[src/conv_ctrl_consts.svh]
/*
 * Offsets, field positions, reset values and timing figures of the
 * conversion control block.
 * Assumes inclusion by bare name from the design module and the bench.
 */
`ifndef CONV_CTRL_CONSTS_SVH
`define CONV_CTRL_CONSTS_SVH

// register indices; byte address is four times the index
`define CHEN_IDX 8'h3A
`define OPT_IDX 8'h3B
`define STAT_IDX 8'h40
`define RES_IDX_BASE 8'h50

// option register fields
`define OPT_RATE_BIT 7
`define OPT_EN_BIT 6
`define OPT_SAMPLE_HI 5
`define OPT_SAMPLE_LO 4
`define OPT_AVG_BIT 3
`define OPT_INIT_BIT 2
`define OPT_WR_MASK 8'hFC
`define OPT_RESET 8'h90

// channel enable register, bit 3 has no channel behind it
`define CHEN_WR_MASK 8'hF7
`define CHEN_RESET 8'h00

// resolution codes
`define RES_15B 2'h0
`define RES_14B 2'h1
`define RES_13B 2'h2

// per-channel conversion times in ms, and the clock rate
`define CONV_MS_15B 24
`define CONV_MS_14B 12
`define CONV_MS_13B 6
`define CLK_HZ 10000000

`endif

[src/conv_ctrl_pkg.sv]
/*
 * Types shared by the conversion control modules.
 * Assumes the constants header sits in the same folder.
 */
package conv_ctrl_pkg;
    typedef enum logic [1:0] {
        ST_IDLE = 2'h1,
        ST_CONV = 2'h2
    } conv_state_t;

    typedef logic [7:0][15:0] result_bank_t;
endpackage

[src/sample_if.sv]
/*
 * Carries finished conversions from the sequencer to the result store,
 * and the stored results back.
 * Assumes both ends run on the same clock.
 */
`timescale 1ns/10ps
interface sample_if;
    import conv_ctrl_pkg::*;
    logic valid;
    logic [2:0] chan;
    logic [15:0] data;
    logic avg_en;
    logic seed_new;
    result_bank_t results;

    modport src (output valid, chan, data, avg_en, seed_new, input results);
    modport sink (input valid, chan, data, avg_en, seed_new, output results);
endinterface

[src/conv_ctrl.sv]
/*
 * Conversion control: option and channel enable registers on an Avalon-MM
 * slave, channel sequencer with per-resolution timing, and result store.
 * Assumes synchronous inputs and a sample word valid at the end of each
 * channel's conversion time.
 */
// The Avalon-MM slave port was chosen for this implementation.
// Notes on behaviour
// - selector 0 cycles enabled channels without pause
// - selector 1 does one set, then stops
// - set time is channels times conversion time
// - single set starts only on start bit
// - enable bit cleared by register reset, watchdog
// - single set clears the enable bit itself
// - resolution field picks 24, 12, 6 ms
// - selector resets to single set
// - resolution resets to 14 bit
// - averaging bit picks latest or running average
// - seed bit picks stored or new start value
// - channel enable bits choose set members
`timescale 1ns/10ps
`include "conv_ctrl_consts.svh"
module conv_ctrl #(
    parameter int CONV_CYC_15B = `CONV_MS_15B * (`CLK_HZ / 1000),
    parameter int CONV_CYC_14B = `CONV_MS_14B * (`CLK_HZ / 1000),
    parameter int CONV_CYC_13B = `CONV_MS_13B * (`CLK_HZ / 1000),
    parameter int CNT_W = 18
) (
    // clock and reset
    input wire logic ref_clk_in,
    input wire logic rst_in,
    // avalon-mm slave
    input wire logic [9:0] address_in,
    input wire logic read_in,
    input wire logic write_in,
    input wire logic [31:0] writedata_in,
    input wire logic [3:0] byteenable_in,
    output logic [31:0] readdata_out,
    output logic waitrequest_out,
    // converter and system events
    input wire logic [15:0] adc_sample_in,
    input wire logic reg_reset_in,
    input wire logic watchdog_expire_in,
    // status
    output logic adc_busy_out,
    output logic [2:0] adc_channel_out,
    output logic [1:0] adc_resolution_out,
    output logic set_done_out
);
    import conv_ctrl_pkg::*;

    if (CNT_W < 2 || CNT_W > 31 || CONV_CYC_13B < 1 || CONV_CYC_14B < 1 || CONV_CYC_15B < 1 ||
        CONV_CYC_15B >= (1 << CNT_W) || CONV_CYC_14B >= (1 << CNT_W) ||
        CONV_CYC_13B >= (1 << CNT_W)) begin : g_bad_param
        $error("conversion counts do not fit the counter");
    end

    sample_if smp ();

    result_average i_result_average (
        .ref_clk_in(ref_clk_in),
        .rst_in(rst_in),
        .smp(smp)
    );

    ////////////////////////////////////////////////////////////////////////
    // bus slave: one wait state, answer at the second edge of a request
    logic ack_r;
    logic ack_nxt;
    logic [31:0] rdata_r;
    logic [31:0] rdata_nxt;
    logic [7:0] idx;
    logic req;
    logic wr_opt;
    logic wr_chen;
    logic [7:0] opt_r;
    logic [7:0] opt_nxt;
    logic [7:0] chen_r;
    logic [7:0] chen_nxt;
    conv_state_t state_r;
    conv_state_t state_nxt;
    logic [2:0] chan_r;
    logic [2:0] chan_nxt;
    logic [CNT_W-1:0] cnt_r;
    logic [CNT_W-1:0] cnt_nxt;
    logic [CNT_W-1:0] conv_cyc;
    logic done_r;
    logic done_nxt;
    logic set_end;
    logic oneshot_clear;
    logic [3:0] first_ch;
    logic [3:0] next_ch;

    assign idx = address_in[9:2];
    assign req = read_in | write_in;
    assign waitrequest_out = req & ~ack_r;
    assign wr_opt = write_in & ack_r & byteenable_in[0] & (idx == `OPT_IDX);
    assign wr_chen = write_in & ack_r & byteenable_in[0] & (idx == `CHEN_IDX);

    always_comb begin
        ack_nxt = req & ~ack_r;
        rdata_nxt = rdata_r;
        if (read_in && !ack_r) begin
            rdata_nxt = 32'h0000_0000; // unmapped reads return zero
            if (idx == `OPT_IDX) begin
                rdata_nxt[7:0] = opt_r & `OPT_WR_MASK;
            end else if (idx == `CHEN_IDX) begin
                rdata_nxt[7:0] = chen_r;
            end else if (idx == `STAT_IDX) begin
                rdata_nxt[4:0] = {chan_r, done_r, state_r == ST_CONV};
            end else if (idx >= `RES_IDX_BASE && idx < `RES_IDX_BASE + 8'h08) begin
                rdata_nxt[15:0] = smp.results[idx[2:0]];
            end
        end
    end

    always_ff @(posedge ref_clk_in) begin
        if (rst_in) begin
            ack_r <= 1'b0;
            rdata_r <= 32'h0000_0000;
        end else begin
            ack_r <= ack_nxt;
            rdata_r <= rdata_nxt;
        end
    end

    assign readdata_out = rdata_r;

    ////////////////////////////////////////////////////////////////////////
    // registers
    always_comb begin
        opt_nxt = opt_r;
        chen_nxt = chen_r;
        if (oneshot_clear) begin
            opt_nxt[`OPT_EN_BIT] = 1'b0;
        end
        // a write in the same cycle as the self-clear wins
        if (wr_opt) begin
            opt_nxt = writedata_in[7:0] & `OPT_WR_MASK;
        end
        if (wr_chen) begin
            chen_nxt = writedata_in[7:0] & `CHEN_WR_MASK;
        end
        if (watchdog_expire_in) begin
            opt_nxt[`OPT_EN_BIT] = 1'b0;
        end
        if (reg_reset_in) begin
            opt_nxt = `OPT_RESET;
            chen_nxt = `CHEN_RESET;
        end
    end

    always_ff @(posedge ref_clk_in) begin
        if (rst_in) begin
            opt_r <= `OPT_RESET;
            chen_r <= `CHEN_RESET;
        end else begin
            opt_r <= opt_nxt;
            chen_r <= chen_nxt;
        end
    end

    ////////////////////////////////////////////////////////////////////////
    // sequencer
    function automatic logic [3:0] find_from(input logic [7:0] en, input logic [3:0] start);
        logic [3:0] hit;
        hit = 4'h0;
        for (int i = 7; i >= 0; i--) begin
            if (en[i] && 4'(i) >= start) begin
                hit = {1'b1, 3'(i)};
            end
        end
        return hit;
    endfunction

    always_comb begin
        case (opt_r[`OPT_SAMPLE_HI:`OPT_SAMPLE_LO])
            `RES_14B: conv_cyc = CNT_W'(CONV_CYC_14B);
            `RES_13B: conv_cyc = CNT_W'(CONV_CYC_13B);
            // code 11 is left to software to avoid; it times as 15 bit
            default: conv_cyc = CNT_W'(CONV_CYC_15B);
        endcase
    end

    assign first_ch = find_from(chen_r, 4'h0);
    assign next_ch = find_from(chen_r, {1'b0, chan_r} + 4'h1);
    assign set_end = state_r == ST_CONV && cnt_r == conv_cyc - CNT_W'(1) && !next_ch[3];
    assign oneshot_clear = opt_r[`OPT_RATE_BIT] &&
        ((set_end && opt_r[`OPT_EN_BIT]) || (state_r == ST_IDLE && opt_r[`OPT_EN_BIT] && !first_ch[3]));

    always_comb begin
        state_nxt = state_r;
        chan_nxt = chan_r;
        cnt_nxt = cnt_r;
        done_nxt = done_r & ~(read_in & ack_r & (idx == `STAT_IDX));
        smp.valid = 1'b0;
        case (state_r)
            ST_IDLE: begin
                cnt_nxt = '0;
                if (opt_r[`OPT_EN_BIT] && first_ch[3]) begin
                    state_nxt = ST_CONV;
                    chan_nxt = first_ch[2:0];
                end
            end
            ST_CONV: begin
                cnt_nxt = cnt_r + CNT_W'(1);
                if (!opt_r[`OPT_EN_BIT]) begin
                    state_nxt = ST_IDLE;
                end else if (cnt_r == conv_cyc - CNT_W'(1)) begin
                    smp.valid = chen_r[chan_r];
                    cnt_nxt = '0;
                    if (next_ch[3]) begin
                        chan_nxt = next_ch[2:0];
                    end else begin
                        done_nxt = 1'b1;
                        if (opt_r[`OPT_RATE_BIT] || !first_ch[3]) begin
                            state_nxt = ST_IDLE;
                        end else begin
                            chan_nxt = first_ch[2:0];
                        end
                    end
                end
            end
            default: begin
                state_nxt = ST_IDLE;
            end
        endcase
    end

    always_ff @(posedge ref_clk_in) begin
        if (rst_in) begin
            state_r <= ST_IDLE;
            chan_r <= 3'h0;
            cnt_r <= '0;
            done_r <= 1'b0;
        end else begin
            state_r <= state_nxt;
            chan_r <= chan_nxt;
            cnt_r <= cnt_nxt;
            done_r <= done_nxt;
        end
    end

    assign smp.chan = chan_r;
    assign smp.data = adc_sample_in;
    assign smp.avg_en = opt_r[`OPT_AVG_BIT];
    assign smp.seed_new = opt_r[`OPT_INIT_BIT];
    assign adc_busy_out = state_r == ST_CONV;
    assign adc_channel_out = chan_r;
    assign adc_resolution_out = opt_r[`OPT_SAMPLE_HI:`OPT_SAMPLE_LO];
    assign set_done_out = set_end;

    ////////////////////////////////////////////////////////////////////////
    // checks
    logic [CNT_W-1:0] span_r;
    logic [CNT_W-1:0] span_nxt;

    always_comb begin
        span_nxt = span_r + CNT_W'(1);
        // restart at every channel end, whether or not its sample was kept
        if (state_r != ST_CONV || cnt_r == conv_cyc - CNT_W'(1)) begin
            span_nxt = CNT_W'(1);
        end
    end

    always_ff @(posedge ref_clk_in) begin
        if (rst_in) begin
            span_r <= CNT_W'(1);
        end else begin
            span_r <= span_nxt;
        end
    end
endmodule

[src/result_average.sv]
/*
 * Result store: one register per channel, holding either the latest
 * conversion or a running average of successive ones.
 * Assumes valid is a one-cycle pulse from the sequencer.
 */
`timescale 1ns/10ps
module result_average (
    // clock and reset
    input wire logic ref_clk_in,
    input wire logic rst_in,
    // conversions in, results out
    sample_if.sink smp
);
    import conv_ctrl_pkg::*;

    ////////////////////////////////////////////////////////////////////////
    for (genvar i = 0; i < 8; i++) begin : g_chan
        logic [15:0] res_r;
        logic [15:0] res_nxt;
        logic seeded_r;
        logic seeded_nxt;
        logic [16:0] sum;

        always_comb begin
            sum = {1'b0, res_r} + {1'b0, smp.data};
            res_nxt = res_r;
            seeded_nxt = seeded_r & smp.avg_en;
            if (smp.valid && smp.chan == 3'(i)) begin
                if (!smp.avg_en) begin
                    res_nxt = smp.data;
                end else if (!seeded_r && smp.seed_new) begin
                    res_nxt = smp.data;
                end else begin
                    // halving average; seed 0 starts from the stored value
                    res_nxt = sum[16:1];
                end
                seeded_nxt = smp.avg_en;
            end
        end

        always_ff @(posedge ref_clk_in) begin
            if (rst_in) begin
                res_r <= 16'h0000;
                seeded_r <= 1'b0;
            end else begin
                res_r <= res_nxt;
                seeded_r <= seeded_nxt;
            end
        end

        assign smp.results[i] = res_r;

    end
endmodule

[config.mk]
export PLATFORM = sky130hd
export DESIGN_NAME = conv_ctrl
export DESIGN_NICKNAME = d
export VERILOG_FILES = /design/src/conv_ctrl_pkg.sv /design/src/sample_if.sv /design/src/conv_ctrl.sv /design/src/result_average.sv
export VERILOG_INCLUDE_DIRS = /design/src
export SDC_FILE = /design/constraint.sdc
export NUM_CORES = 1
export LEC_CHECK = 0
export ABC_AREA = 1
export BUFFER_PORTS_ARGS = -buffer_cell sky130_fd_sc_hd__buf_2
export CAP_MARGIN = 10
export CORE_MARGIN = 2
export CORE_UTILIZATION = 35
export CTS_CLUSTER_SIZE = 12
export DETAILED_ROUTE_END_ITERATION = 12
export GPL_ROUTABILITY_DRIVEN = 0
export GPL_TIMING_DRIVEN = 1
export PLACE_DENSITY = 0.53
export REMOVE_ABC_BUFFERS = 1
export SLEW_MARGIN = 10
export SYNTH_ARGS = -nofsm -noshare
export SYNTH_HDL_FRONTEND = slang
export SYNTH_HIERARCHICAL = 1
export SYNTH_SLANG_ARGS = --single-unit
export TNS_END_PERCENT = 30
[constraint.sdc]
create_clock -name ref_clk_in -period 2.9 [get_ports ref_clk_in]
set_input_delay 0 -clock ref_clk_in [delete_from_list [all_inputs] [get_ports ref_clk_in]]
set_output_delay 0 -clock ref_clk_in [all_outputs]
set_load 0.01 [all_outputs]
==> summary.txt <==
Reg-to-Reg Start -> opt_r[4]$_SDFFE_PP1P_
Yosys reg bits -> 190
Chip height -> 230 um
Most common cell after layout, fill and taps aside -> nand2_1
Nets -> 3346
Top FF cell, synth -> dfxtp_1
H-tree depth -> 4
Initial DRC count -> 1837
Filler cell count -> 5608
Final Hold Viols -> 0
Clock transition at the registers of the reported paths -> 0.08 ns
Global-route wire length before repair -> 104000 um
GRT overflow -> 0
F_max -> 0.375 GHz
# DRC -> 0
Placed Area -> 18900 sq um
Required @ worst endpoint -> 3.28 ns
HP Class -> input port to flip-flop
Peak supply drop -> 0.000525 V
Total GRT Usage -> 0.253
Postcts setup bufs -> 0
Crit Path Category -> flip-flop to flip-flop
Vias per std cell -> 5.24
Number of global-route vias before repair -> 18191
Antenna violations before repair -> 0
Mapped Cells -> 3087
P_leak -> 10.1 nW
Setup violations, final -> 0
Status -> finished, final reports clean
Syn_area_per_cell -> 5.78 sq um
Mapped Area -> 17800 sq um
Root Driver -> clkbuf_16
Initial Util -> 0.355
Post-layout min period -> 2.67 ns
Crit start category -> flip-flop
Die area -> 52800 sq um
Die Wd -> 230 um
Sequential area share after synthesis -> 0.213
Wire per inst -> 17.8 um
CTS Sinks -> 190
Largest net degree at the start of global routing -> 49
Crit path from -> opt_r[4]$_SDFFE_PP1P_
Worst EP arrival -> 3.05 ns
Final hold slack -> 0.0390 ns
Netlist cell types -> 48
Min-delay src -> address_in[6]
Vias -> 20031
EDFF count, synth -> 0
P per Cell Area -> 305 nW/um^2
Cell Rows -> 82
DRT Wirelength -> 68100 um
DRT antenna net count -> 0
Share of cells above drive strength 1 -> 0.0710
Critical Path End Type -> flip-flop
Clk_lat worst skew -> 0.50 ns
ANT cells -> 0
First drt pass iteration count -> 7
Most frequent cells in the layout -> 1036 x nand2_1, 447 x inv_1, 391 x a21oi_1
Hpwl dp -> 50900 um
IO Pins -> 108
Post-route clock skew -> 0.0116 ns
Area grow syn2layout -> 10.5%
Slew Limit Fails -> 0
Period utilisation layout -> 0.919
Total CTS buffers -> 17
Tot Pwr -> 0.00601 W
Synthesis Warnings -> 6
CP max FO -> 26
Post-route cell area -> 19700 sq um
CORE AREA -> 50300 sq um
CTS tree -> yes
Max_slew headroom -> 0.451
Least-Margin Pin Slew -> 0.823 ns
Port bufs -> 62
Setup_tns -> 0 ns
Max_cap viols -> 0
Clock Path Buffers -> 2
Ys async rst share -> 0
RSZ-0062 raised after global routing -> false
[registers in the layout, indices dropped and copies added, names as in the netlist]
name	count
done_r	1
i_result_average/g_chan.res_r	128
opt_r	6
adc_channel_out	3
readdata_out	16
cnt_r	18
i_result_average/g_chan.seeded_r	8
state_r	2
ack_r	1
chen_r	7
[metrics by stage]
step,utilization,setup WS [ns],instances
floorplan,-,0.201,2989
global placement,0.376,0.0684,3772
detailed placement,0.376,0.0347,3772
global route,0.392,0.00123,3825
finish,0.392,0.234,3825
CTS,0.391,0.0494,3823
[Yosys cell counts (19+ instances only)]
library cell,number,share of area
ha_1,130,0.091
nand2_1,1037,0.22
or2_2,20,0.0070
buf_4,19,0.0080
a21oi_1,391,0.11
nor3_1,44,0.012
o211ai_1,23,0.0097
nand4_1,30,0.011
clkbuf_1,54,0.011
nor2_1,160,0.034
buf_2,31,0.0087
dfxtp_1,190,0.21
inv_1,450,0.095
nand3_1,218,0.061
o21ai_0,144,0.040
[final cells by class]
class | count | area (sq um) | area share
repair inverters | 1 | 5.00 | 0.000254
clock buffers | 22 | 464 | 0.0236
flip-flops and latches | 190 | 3800 | 0.193
repair buffers | 131 | 957 | 0.0486
well taps | 672 | 841 | 0.0427
multi-input cells | 2344 | 11800 | 0.600
clock inverters | 10 | 81.3 | 0.00413
inverters | 455 | 1720 | 0.0873
[logic make-up after synthesis]
kind of cell               synth area share
AOI/OAI and AO/OA                     0.188
buffers and inverters                 0.127
xor gates and xnor gates            0.00147
adders and majority gates             0.100
other                              0.000210
DFF                                   0.213
and+or+nand+nor                       0.370
[final timing paths]
path | end | slack, ns | cells after the start
worst min-delay path | readdata_out[7]$_SDFFE_PP0P_ | 0.04 | 5
worst min register to register | i_result_average/g_chan[5].seeded_r$_SDFF_PP0_ | 0.46 | 2
worst max-delay path | i_result_average/g_chan[1].res_r[7]$_SDFFE_PP0P_ | 0.23 | 16
worst max register to register | i_result_average/g_chan[1].res_r[7]$_SDFFE_PP0P_ | 0.23 | 16
[report_power, final]
| group | internal [W] | switching (W) |
|---|---|---|
| logic | 0.000274 | 0.000740 |
| registers | 0.00263 | 0.0000133 |
| clock network | 0.00115 | 0.00121 |
[timing repair]
item                                   in CTS  in global routing
cloned                                      0                  2
hold buffers                               19                  0
endpoints found under the hold margin      19                  0
setup endpoints to repair                   1                108
gates resized for setup                     1                 12
[per-layer routing]
metal,share of wire,global-route usage,vias to the layer above
li1,-,-,10078
met1,0.45,0.339,9225
met2,0.45,0.411,610
met3,0.059,0.0335,118
met4,0.036,0.103,0
met5,0,0,-
[worst max-delay path, cell delays in order, from the launching register on]
cell	delay, ns
dfxtp_2	0.37
inv_1	0.07
buf_4	0.16
ha_1	0.25
inv_1	0.09
nor3_1	0.04
o211ai_1	0.30
nor3_2	0.08
buf_4	0.16
inv_1	0.05
nor2_1	0.04
buf_4	0.15
nand2_1	0.13
buf_12	0.19
clkinvlp_2	0.21
o21ai_0	0.19
a21oi_1	0.05
No activity file was read; power rests on OpenSTA's default activity.
